`src/pkg/lsd_pkg.sv`:
```
// constants, types and register map of the line state decoder
// assumes one 10 MHz clock and an AXI4-Lite master on the register side
//
// Overview of operation
// - detect output driven only while enable_n is low, else high
// - select low routes ground key in active and standby, high routes loop current or ring trip
// - two control bits decode: 00 open, 01 active, 10 ringing, 11 standby
// - open circuit: all detectors and both line amplifiers powered down
// - active: both amplifiers on, loop current and ground key detectors on
// - ringing: relay driver and ring trip detector on, amplifiers off
// - standby: amplifiers off, sense resistors on, loop and ground key on
// - detect shows selected status per state and select, else stays high
// - over temperature forces high impedance until cooled and fault gone
// - tripped selected detector pulls detect low, untripped leaves high
package lsd_pkg;
  // state control codes, high bit then low bit
  localparam logic [1:0] CTRL_OPEN   = 2'h0;
  localparam logic [1:0] CTRL_ACTIVE = 2'h1;
  localparam logic [1:0] CTRL_RING   = 2'h2;
  localparam logic [1:0] CTRL_STBY   = 2'h3;

  typedef enum logic [3:0] {
    LSD_OPEN   = 4'h1,
    LSD_ACTIVE = 4'h2,
    LSD_RING   = 4'h4,
    LSD_STBY   = 4'h8
  } lsd_state_t;

  // synchronised pin vector layout
  localparam int SYNC_W    = 10;
  localparam int SI_EN_N   = 0;
  localparam int SI_SEL    = 1;
  localparam int SI_HI     = 2;
  localparam int SI_LO     = 3;
  localparam int SI_GK     = 4;
  localparam int SI_LC     = 5;
  localparam int SI_RT     = 6;
  localparam int SI_HOT    = 7;
  localparam int SI_COOL   = 8;
  localparam int SI_FAULT  = 9;
  localparam logic [9:0] SYNC_RST = 10'h001;

  // register map, byte addresses
  localparam int AW = 8;
  localparam logic [7:0] LINE_STAT_OFS = 8'h00;
  localparam logic [7:0] EVT_STAT_OFS  = 8'h04;
  localparam logic [7:0] EVT_MASK_OFS  = 8'h08;

  // line status fields
  localparam int LS_STATE_LSB = 0;
  localparam int LS_SEL_BIT   = 2;
  localparam int LS_EN_N_BIT  = 3;
  localparam int LS_GK_BIT    = 4;
  localparam int LS_LC_BIT    = 5;
  localparam int LS_RT_BIT    = 6;
  localparam int LS_SHDN_BIT  = 7;
  localparam int LS_DET_BIT   = 8;

  // event bits, same layout in status and mask
  localparam int EV_W        = 4;
  localparam int EV_DETECT   = 0;
  localparam int EV_SHDN_ON  = 1;
  localparam int EV_SHDN_OFF = 2;
  localparam int EV_STATE    = 3;
  localparam logic [3:0] EVT_MASK_RST = 4'h0;

  localparam logic [1:0] RESP_OKAY   = 2'h0;
  localparam logic [1:0] RESP_SLVERR = 2'h2;
endpackage

```
`src/hdl/lsd_top.sv`:
```
// line state decoder with detect output, thermal hold and AXI4-Lite status
// assumes pins asynchronous to aclk; AXI master on aclk
//
// Our own choices: the AXI4-Lite interface to the registers and the register addresses.
`timescale 1ns/10ps
module lsd_top (
  input  wire logic                  aclk,
  input  wire logic                  aresetn,
  // control pins from the line card controller
  input  wire logic                  detect_out_enable_n,
  input  wire logic                  detector_select,
  input  wire logic                  state_ctrl_hi,
  input  wire logic                  state_ctrl_lo,
  // analog detector and thermal indications
  input  wire logic                  gk_trip,
  input  wire logic                  lc_trip,
  input  wire logic                  rt_trip,
  input  wire logic                  die_over_temp,
  input  wire logic                  die_cooled,
  input  wire logic                  line_fault,
  // open collector detect pin
  output logic                       detect_flag_n_o,
  output logic                       detect_flag_n_oe,
  // line power controls and interrupt
  output logic                       tip_amp_en,
  output logic                       ring_amp_en,
  output logic                       ring_relay_en,
  output logic                       gk_det_en,
  output logic                       lc_det_en,
  output logic                       rt_det_en,
  output logic                       sense_res_en,
  output logic                       irq,
  // AXI4-Lite slave
  input  wire logic [lsd_pkg::AW-1:0] s_axi_awaddr,
  input  wire logic                  s_axi_awvalid,
  output logic                       s_axi_awready,
  input  wire logic [31:0]           s_axi_wdata,
  input  wire logic [3:0]            s_axi_wstrb,
  input  wire logic                  s_axi_wvalid,
  output logic                       s_axi_wready,
  output logic [1:0]                 s_axi_bresp,
  output logic                       s_axi_bvalid,
  input  wire logic                  s_axi_bready,
  input  wire logic [lsd_pkg::AW-1:0] s_axi_araddr,
  input  wire logic                  s_axi_arvalid,
  output logic                       s_axi_arready,
  output logic [31:0]                s_axi_rdata,
  output logic [1:0]                 s_axi_rresp,
  output logic                       s_axi_rvalid,
  input  wire logic                  s_axi_rready
);
  logic [lsd_pkg::SYNC_W-1:0] sync1_ff;
  logic [lsd_pkg::SYNC_W-1:0] sync2_ff;
  logic [lsd_pkg::SYNC_W-1:0] pins;
  logic                       shdn_ff;
  lsd_pkg::lsd_state_t        nxt_state;
  lsd_pkg::lsd_state_t        state_ff;
  logic nxt_tip, nxt_ring, nxt_relay, nxt_gk, nxt_lc, nxt_rt, nxt_sense;
  logic nxt_low;
  logic [lsd_pkg::EV_W-1:0]   evt_stat_ff;
  logic [lsd_pkg::EV_W-1:0]   evt_mask_ff;
  logic [lsd_pkg::EV_W-1:0]   events;
  logic                       aw_got_ff;
  logic                       w_got_ff;
  logic [lsd_pkg::AW-1:0]     awaddr_ff;
  logic [31:0]                wdata_ff;
  logic                       wstrb0_ff;
  logic                       do_write;
  logic                       rd_take;
  logic [31:0]                rd_word;
  logic                       rd_ok;

  assign pins = {line_fault, die_cooled, die_over_temp, rt_trip, lc_trip,
                 gk_trip, state_ctrl_lo, state_ctrl_hi, detector_select,
                 detect_out_enable_n};

  // two-flop synchroniser, second stage is the only reader of the first
  always_ff @(posedge aclk) begin
    if (!aresetn) begin
      sync1_ff <= lsd_pkg::SYNC_RST;
      sync2_ff <= lsd_pkg::SYNC_RST;
    end else begin
      sync1_ff <= pins;
      sync2_ff <= sync1_ff;
    end
  end

  // thermal hold: set hot, release when cooled and fault gone
  always_ff @(posedge aclk) begin
    if (!aresetn) begin
      shdn_ff <= 1'b0;
    end else if (sync2_ff[lsd_pkg::SI_HOT]) begin
      shdn_ff <= 1'b1;
    end else if (sync2_ff[lsd_pkg::SI_COOL] &&
                 !sync2_ff[lsd_pkg::SI_FAULT]) begin
      shdn_ff <= 1'b0;
    end
  end

  lsd_line_decode u_dec (
    .state_ctrl_hi       (sync2_ff[lsd_pkg::SI_HI]),
    .state_ctrl_lo       (sync2_ff[lsd_pkg::SI_LO]),
    .detector_select     (sync2_ff[lsd_pkg::SI_SEL]),
    .detect_out_enable_n (sync2_ff[lsd_pkg::SI_EN_N]),
    .gk_trip             (sync2_ff[lsd_pkg::SI_GK]),
    .lc_trip             (sync2_ff[lsd_pkg::SI_LC]),
    .rt_trip             (sync2_ff[lsd_pkg::SI_RT]),
    .shutdown            (shdn_ff),
    .state               (nxt_state),
    .tip_amp_en          (nxt_tip),
    .ring_amp_en         (nxt_ring),
    .relay_en            (nxt_relay),
    .gk_det_en           (nxt_gk),
    .lc_det_en           (nxt_lc),
    .rt_det_en           (nxt_rt),
    .sense_res_en        (nxt_sense),
    .drive_low           (nxt_low)
  );

  // registered pin drivers
  always_ff @(posedge aclk) begin
    if (!aresetn) begin
      state_ff         <= lsd_pkg::LSD_OPEN;
      tip_amp_en       <= 1'b0;
      ring_amp_en      <= 1'b0;
      ring_relay_en    <= 1'b0;
      gk_det_en        <= 1'b0;
      lc_det_en        <= 1'b0;
      rt_det_en        <= 1'b0;
      sense_res_en     <= 1'b0;
      detect_flag_n_oe <= 1'b0;
      detect_flag_n_o  <= 1'b1;
    end else begin
      state_ff         <= nxt_state;
      tip_amp_en       <= nxt_tip;
      ring_amp_en      <= nxt_ring;
      ring_relay_en    <= nxt_relay;
      gk_det_en        <= nxt_gk;
      lc_det_en        <= nxt_lc;
      rt_det_en        <= nxt_rt;
      sense_res_en     <= nxt_sense;
      // drive low only when tripped and enabled
      detect_flag_n_oe <= nxt_low;
      detect_flag_n_o  <= ~nxt_low;
    end
  end

  // event sources
  always_comb begin
    events = '0;
    events[lsd_pkg::EV_DETECT]   = nxt_low & ~detect_flag_n_oe;
    events[lsd_pkg::EV_SHDN_ON]  = sync2_ff[lsd_pkg::SI_HOT] & ~shdn_ff;
    events[lsd_pkg::EV_SHDN_OFF] = shdn_ff & ~sync2_ff[lsd_pkg::SI_HOT] &
                                   sync2_ff[lsd_pkg::SI_COOL] &
                                   ~sync2_ff[lsd_pkg::SI_FAULT];
    events[lsd_pkg::EV_STATE]    = nxt_state != state_ff;
  end

  // AXI write channel capture
  assign s_axi_awready = ~aw_got_ff;
  assign s_axi_wready  = ~w_got_ff;
  assign do_write      = aw_got_ff & w_got_ff & ~s_axi_bvalid;

  always_ff @(posedge aclk) begin
    if (!aresetn) begin
      aw_got_ff <= 1'b0;
      awaddr_ff <= '0;
    end else if (s_axi_awvalid && s_axi_awready) begin
      aw_got_ff <= 1'b1;
      awaddr_ff <= s_axi_awaddr;
    end else if (do_write) begin
      aw_got_ff <= 1'b0;
    end
  end

  always_ff @(posedge aclk) begin
    if (!aresetn) begin
      w_got_ff  <= 1'b0;
      wdata_ff  <= '0;
      wstrb0_ff <= 1'b0;
    end else if (s_axi_wvalid && s_axi_wready) begin
      w_got_ff  <= 1'b1;
      wdata_ff  <= s_axi_wdata;
      wstrb0_ff <= s_axi_wstrb[0];
    end else if (do_write) begin
      w_got_ff <= 1'b0;
    end
  end

  always_ff @(posedge aclk) begin
    if (!aresetn) begin
      s_axi_bvalid <= 1'b0;
      s_axi_bresp  <= lsd_pkg::RESP_OKAY;
    end else if (do_write) begin
      s_axi_bvalid <= 1'b1;
      s_axi_bresp  <= (awaddr_ff == lsd_pkg::LINE_STAT_OFS ||
                       awaddr_ff == lsd_pkg::EVT_STAT_OFS ||
                       awaddr_ff == lsd_pkg::EVT_MASK_OFS) ?
                      lsd_pkg::RESP_OKAY : lsd_pkg::RESP_SLVERR;
    end else if (s_axi_bready) begin
      s_axi_bvalid <= 1'b0;
    end
  end

  always_ff @(posedge aclk) begin
    if (!aresetn) begin
      evt_mask_ff <= lsd_pkg::EVT_MASK_RST;
    end else if (do_write && wstrb0_ff &&
                 awaddr_ff == lsd_pkg::EVT_MASK_OFS) begin
      evt_mask_ff <= wdata_ff[lsd_pkg::EV_W-1:0];
    end
  end

  // AXI read channel
  assign s_axi_arready = ~s_axi_rvalid;
  assign rd_take       = s_axi_arvalid & s_axi_arready;

  always_comb begin
    rd_word = '0;
    rd_ok   = 1'b1;
    case (s_axi_araddr)
      lsd_pkg::LINE_STAT_OFS: begin
        rd_word[lsd_pkg::LS_STATE_LSB +: 2] =
          sync2_ff[lsd_pkg::SI_HI +: 2] == 2'h0 ? 2'h0 :
          {sync2_ff[lsd_pkg::SI_HI], sync2_ff[lsd_pkg::SI_LO]};
        rd_word[lsd_pkg::LS_SEL_BIT]  = sync2_ff[lsd_pkg::SI_SEL];
        rd_word[lsd_pkg::LS_EN_N_BIT] = sync2_ff[lsd_pkg::SI_EN_N];
        rd_word[lsd_pkg::LS_GK_BIT]   = sync2_ff[lsd_pkg::SI_GK];
        rd_word[lsd_pkg::LS_LC_BIT]   = sync2_ff[lsd_pkg::SI_LC];
        rd_word[lsd_pkg::LS_RT_BIT]   = sync2_ff[lsd_pkg::SI_RT];
        rd_word[lsd_pkg::LS_SHDN_BIT] = shdn_ff;
        rd_word[lsd_pkg::LS_DET_BIT]  = detect_flag_n_oe;
      end
      lsd_pkg::EVT_STAT_OFS: rd_word[lsd_pkg::EV_W-1:0] = evt_stat_ff;
      lsd_pkg::EVT_MASK_OFS: rd_word[lsd_pkg::EV_W-1:0] = evt_mask_ff;
      default: rd_ok = 1'b0;
    endcase
  end

  always_ff @(posedge aclk) begin
    if (!aresetn) begin
      s_axi_rvalid <= 1'b0;
      s_axi_rdata  <= '0;
      s_axi_rresp  <= lsd_pkg::RESP_OKAY;
    end else if (rd_take) begin
      s_axi_rvalid <= 1'b1;
      s_axi_rdata  <= rd_word;
      s_axi_rresp  <= rd_ok ? lsd_pkg::RESP_OKAY : lsd_pkg::RESP_SLVERR;
    end else if (s_axi_rready) begin
      s_axi_rvalid <= 1'b0;
    end
  end

  // sticky status, read clears, a new event wins over the clear
  always_ff @(posedge aclk) begin
    if (!aresetn) begin
      evt_stat_ff <= '0;
    end else if (rd_take && s_axi_araddr == lsd_pkg::EVT_STAT_OFS) begin
      evt_stat_ff <= events;
    end else begin
      evt_stat_ff <= evt_stat_ff | events;
    end
  end

  always_ff @(posedge aclk) begin
    if (!aresetn) begin
      irq <= 1'b0;
    end else begin
      irq <= |(evt_stat_ff & evt_mask_ff);
    end
  end
endmodule

```
`src/hdl/lsd_line_decode.sv`:
```
// state decoder and detect multiplexer, purely combinational
// assumes all inputs already synchronised to the block clock
`timescale 1ns/10ps
module lsd_line_decode (
  input  wire logic              state_ctrl_hi,
  input  wire logic              state_ctrl_lo,
  input  wire logic              detector_select,
  input  wire logic              detect_out_enable_n,
  input  wire logic              gk_trip,
  input  wire logic              lc_trip,
  input  wire logic              rt_trip,
  input  wire logic              shutdown,
  output lsd_pkg::lsd_state_t    state,
  output logic                   tip_amp_en,
  output logic                   ring_amp_en,
  output logic                   relay_en,
  output logic                   gk_det_en,
  output logic                   lc_det_en,
  output logic                   rt_det_en,
  output logic                   sense_res_en,
  output logic                   drive_low
);
  always_comb begin
    case ({state_ctrl_hi, state_ctrl_lo})
      lsd_pkg::CTRL_ACTIVE: state = lsd_pkg::LSD_ACTIVE;
      lsd_pkg::CTRL_RING:   state = lsd_pkg::LSD_RING;
      lsd_pkg::CTRL_STBY:   state = lsd_pkg::LSD_STBY;
      default:              state = lsd_pkg::LSD_OPEN;
    endcase
  end

  always_comb begin
    tip_amp_en   = 1'b0;
    ring_amp_en  = 1'b0;
    relay_en     = 1'b0;
    gk_det_en    = 1'b0;
    lc_det_en    = 1'b0;
    rt_det_en    = 1'b0;
    sense_res_en = 1'b0;
    drive_low    = 1'b0;
    case (state)
      lsd_pkg::LSD_ACTIVE: begin
        tip_amp_en  = 1'b1;
        ring_amp_en = 1'b1;
        gk_det_en   = 1'b1;
        lc_det_en   = 1'b1;
        // select picks loop or ground key
        drive_low   = detector_select ? lc_trip : gk_trip;
      end
      // ringing: relay and ring trip only
      lsd_pkg::LSD_RING: begin
        relay_en  = 1'b1;
        rt_det_en = 1'b1;
        drive_low = detector_select & rt_trip;
      end
      // standby: sense resistors and both detectors
      lsd_pkg::LSD_STBY: begin
        sense_res_en = 1'b1;
        gk_det_en    = 1'b1;
        lc_det_en    = 1'b1;
        drive_low    = detector_select ? lc_trip : gk_trip;
      end
      default: begin
        drive_low = 1'b0;
      end
    endcase
    // thermal shutdown leaves the line high impedance
    if (shutdown) begin
      tip_amp_en   = 1'b0;
      ring_amp_en  = 1'b0;
      relay_en     = 1'b0;
      sense_res_en = 1'b0;
    end
    // pull low only when enabled and tripped
    drive_low = drive_low & ~detect_out_enable_n;
  end
endmodule

```
`config.mk`:
```
export PLATFORM = sky130hd
export DESIGN_NAME = lsd_top
export DESIGN_NICKNAME = d
export VERILOG_FILES = /design/src/pkg/lsd_pkg.sv /design/src/hdl/lsd_top.sv /design/src/hdl/lsd_line_decode.sv
export SDC_FILE = /design/constraint.sdc
export NUM_CORES = 1
export LEC_CHECK = 0
export ABC_CLOCK_PERIOD_IN_PS = 1200
export BUFFER_PORTS_ARGS = -buffer_cell sky130_fd_sc_hd__buf_2
export CAP_MARGIN = 15
export CORE_MARGIN = 1
export CORE_UTILIZATION = 42
export CTS_BUF_LIST = sky130_fd_sc_hd__clkbuf_8 sky130_fd_sc_hd__clkbuf_16
export DETAILED_ROUTE_END_ITERATION = 7
export PLACE_DENSITY_LB_ADDON = 0.15
export SYNTH_ARGS = -nofsm -noshare
export SYNTH_HDL_FRONTEND = slang
export SYNTH_SLANG_ARGS = --single-unit
```
`constraint.sdc`:
```
create_clock -name aclk -period 1.2 [get_ports aclk]
set_input_delay 0.24 -clock aclk [delete_from_list [all_inputs] [get_ports aclk]]
set_output_delay 0.24 -clock aclk [all_outputs]
set_load 0.03 [all_outputs]
```
==> impl_table.tex <==
\begin{tabular}{lr}
\hline
Metric & Value \\
\hline
\multicolumn{2}{l}{\textbf{Run status}} \\
Run status & complete, but fails checks \\
Failing checks & setup timing \\
\multicolumn{2}{l}{\textbf{Drt}} \\
Detailed-route wire length per cell & $\sim$12 µm \\
Vias after detailed routing & around 1,900 \\
Number of design rule violations left after detail routing & 0 \\
Initial detailed-routing violation count & approximately 70 \\
Pre-Repair DR Iteration Count & 4 \\
ANT nets after route & 0 \\
Post-DR vias/cell & approximately 4.7 \\
Final wirelength & between 5000 and 6000 µm \\
\multicolumn{2}{l}{\textbf{Die}} \\
Total die area & roughly 6800 µm² \\
Row count & 28 \\
Area of the core & 6100 µm² \\
Vertical die dimension & 82.5 µm \\
I/O pin cnt & 120 \\
Effective utilization at floorplan & roughly 45\% \\
Die span in x & about 82 µm \\
\multicolumn{2}{l}{\textbf{Cells and area}} \\
Synthesis-to-layout area growth & 22.8\% \\
Ratio of cells with drive above 1 in the final layout & about a third \\
Combined area of the multi-input logic cells & 1200 µm² \\
Area used by sequential logic in the layout & roughly 1400 µm² \\
Diode count & 0 \\
Non-filler instance count after layout & 414 \\
Filler Cells Inserted & between 500 and 600 \\
Fin nets & 403 \\
\multicolumn{2}{l}{\textbf{Placement}} \\
Number of cells in the design after placement & 397 \\
Sum of net half-perimeters after detailed placement & about 3500 µm \\
Buffers added on ports & between 60 and 70 \\
Gpl congestion & approximately 0.71 \\
\multicolumn{2}{l}{\textbf{Setup path}} \\
Buffers plus inverters on the worst setup path & 0 \\
Worst flop-to-flop path startpoint & awaddr\_ff[0] \\
Maximum cell stage delay along the critical path & approximately 0.36 ns \\
Critical Path Source & awaddr\_ff[0] \\
Worst Setup EP & evt\_mask\_ff[1] \\
Cell type of the slowest stage on the worst timing path & nor4\_4 \\
Endpoint of the lowest-slack register-to-register path & evt\_mask\_ff[1] \\
Required time at the endpoint of the critical path & 1.43 ns \\
Critical path endpoint category & register \\
Number of cells on the worst reg-to-reg path & 4 \\
Setup slack, reg-to-reg & -0.03 ns \\
Cells traversed along the worst timing path & nor4\_4 -> nand4\_4 -> mux2i\_1 -> nor2b\_1 \\
Crit path DAT & roughly 1.5 ns \\
Critical path's top delay family & simple AND/OR/NAND/NOR gates \\
Maximum fanout along the worst path & 4 \\
Startpoint Class & register \\
Critical setup path kind & register to register \\
Levels on crit path & 4 \\
\multicolumn{2}{l}{\textbf{GRT}} \\
Total GRT Usage & between 10\% and 20\% \\
Number of global-route vias before repair & about 1,800 \\
Pin count of the biggest net entering global routing & 37 \\
Global-route congestion overflow total & 0 \\
Number of antenna violations at the first check in global routing & 0 \\
Global-route wire length before repair & 7870 µm \\
\multicolumn{2}{l}{\textbf{STA}} \\
Unrepaired setup endpoints after global routing & yes \\
Count of pins over their slew limit & 0 \\
Clk\_skew & between 0.004 and 0.005 ns \\
Final worst path period share & 103\% \\
TNS Setup & -0.142 ns \\
Final worst hold slack & about 0.074 ns \\
Count of endpoints failing hold in the final timing report & 0 \\
Post-layout min period & approximately 1.2 ns \\
Final number of setup-violating endpoints & 6 \\
Achievable frequency & slightly above 800 MHz \\
Fin worst setup slack & -0.0302 ns \\
\multicolumn{2}{l}{\textbf{Clock network}} \\
Longest Clk Path Bufs & 2 \\
TritonCTS clock tree & done \\
Clock root buffer master & clkbuf\_8 \\
Number of clock sinks seen by CTS & slightly below 70 \\
TritonCTS Buffers & 9 \\
Reg clk slew, reported paths & about 0.07 ns \\
Worst skew pair latency & 0.34 ns \\
H-Tree Depth & 3 \\
\multicolumn{2}{l}{\textbf{Logic synthesis}} \\
Syn avg cell area & about 10 µm² \\
Gate count of the mapped netlist & 261 \\
Seq/Total Area, Yosys & about half \\
Fraction of registers with async set/reset & 0\% \\
Synth Register Bits & 68 \\
Netlist cell types & 40 \\
Mapped Area & approximately 2700 µm² \\
Count of flip-flops with a built-in enable after synthesis & 0 \\
Yosys warning total & 0 \\
Leading register cell type out of synthesis & dfxtp\_1 \\
\multicolumn{2}{l}{\textbf{Flow run}} \\
Maximum Capacitance Violations & 0 \\
\multicolumn{2}{l}{\textbf{Power}} \\
Ratio of total power to cell area & around 1400 nW/µm² \\
Leakage power & approximately 1.5 nW \\
IR drop worst, VDD & roughly 0.66 mV \\
Total power & 0.00479 W \\
\multicolumn{2}{l}{\textbf{Hold path}} \\
Path category of the worst min-delay check & primary input to register \\
\hline
\end{tabular}
[report_power, final]
part	switching (W)	internal (W)
clock	0.000868	0.000968
combinational	0.000323	0.000227
sequential	0.0000562	0.00235
total	0.00125	0.00354
[worst reg2reg max path: cells and delay by family (launching register included)]
family | cells | cell delay (ns)
and+or+nand+nor | 3 | 0.62
DFF | 1 | 0.34
muxes | 1 | 0.19
[Yosys cell counts (5+ instances only)]
| library cell | instances | share of area, % |
|---|---|---|
| mux2i_1 | 21 | 7.7 |
| nor2_1 | 8 | 1.1 |
| a32oi_1 | 5 | 1.6 |
| nor2b_1 | 36 | 8.3 |
| a22oi_1 | 7 | 1.9 |
| nand2_1 | 5 | 0.69 |
| inv_1 | 8 | 1.1 |
| dfxtp_1 | 68 | 50 |
| o21ai_0 | 5 | 0.92 |
| and2_1 | 19 | 4.4 |
| clkbuf_1 | 6 | 0.83 |
| buf_4 | 27 | 7.4 |
[worst min-delay path by stage]
| stage | start | endpoint | depth (start not counted) |
|---|---|---|---|
| final | detect_out_enable_n | sync1_ff[0] | 2 |
| after global routing | detect_out_enable_n | sync1_ff[0] | 2 |
| after CTS | detect_out_enable_n | sync1_ff[0] | 2 |
| after detailed placement | sync1_ff[0] | sync2_ff[0] | 1 |
| after global placement | sync1_ff[0] | sync2_ff[0] | 1 |
| after floorplan | detect_out_enable_n | sync1_ff[0] | 1 |
[cells by family after synthesis]
group           after synthesis  share of synthesized area [%]
mux                          21                           7.72
simple gates                 91                           21.9
compound gates               32                           8.74
flops                        68                           50.0
buf+inv                      48                           11.4
other cells                   1                          0.138
[sequential cells by signal, summed over array words and instances, names as in the netlist]
signal            cells
aw_got_ff             1
awaddr_ff             8
detect_flag_n_o       1
detect_flag_n_oe      1
evt_mask_ff           4
evt_stat_ff           4
irq                   1
lc_det_en             1
ring_amp_en           1
ring_relay_en         1
s_axi_bresp           1
s_axi_bvalid          1
s_axi_rdata           9
s_axi_rresp           1
s_axi_rvalid          1
sense_res_en          1
shdn_ff               1
state_ff              4
sync1_ff             10
sync2_ff             10
w_got_ff              1
wdata_ff              4
wstrb0_ff             1
[routing by layer]
layer | vias to the layer above | GRT usage [%] | wire length, µm
li1 | 977 | - | -
met1 | 873 | 19.1 | 2340
met2 | 73 | 24.8 | 2190
met3 | 11 | 5.16 | 357
met4 | 0 | 9.31 | 112
met5 | - | 0 | 0
[placed cells by master, fill, tap and decap left out, drive strengths merged, types with 5 or more instances in the layout]
cell type | synthesis | routed
conb | 1 | 25
inv | 8 | 8
o21ai | 5 | 5
clkinv | 0 | 5
dfxtp | 68 | 68
mux2i | 21 | 21
and2 | 19 | 19
nand2 | 5 | 5
buf | 33 | 77
nor2 | 8 | 8
a22oi | 7 | 7
clkbuf | 7 | 9
nor2b | 36 | 36
a32oi | 5 | 5
[per-stage QoR]
step | util [%] | area [µm²] | worst slack [ns]
4_1_cts | 54.2 | 3310 | -0.0380
3_3_place_gp | 50.2 | 3060 | -0.103
6_report | 54.8 | 3340 | -0.0302
5_1_grt | 54.8 | 3340 | -0.128
2_1_floorplan | - | 2810 | 0.0105
3_5_place_dp | 50.2 | 3060 | -0.130
[what timing repair did]
action / 4_1_cts / 5_1_grt
cloned: 0 / 1
endpoints found under the setup margin: 21 / 22
pin swaps: 5 / 6
hold buffers: 0 / 0
setup buffers: 0 / 1
resized for setup: 12 / 15
[cell type report]
class	count	area share [%]
clock buffer	9	3.71
clock inverter	7	2.32
inverter	8	0.973
multi-input combinational	170	36.0
sequential	68	41.1
tap	75	2.81
timing repair buffer	77	13.1
Power figures use the tool's default switching activity.
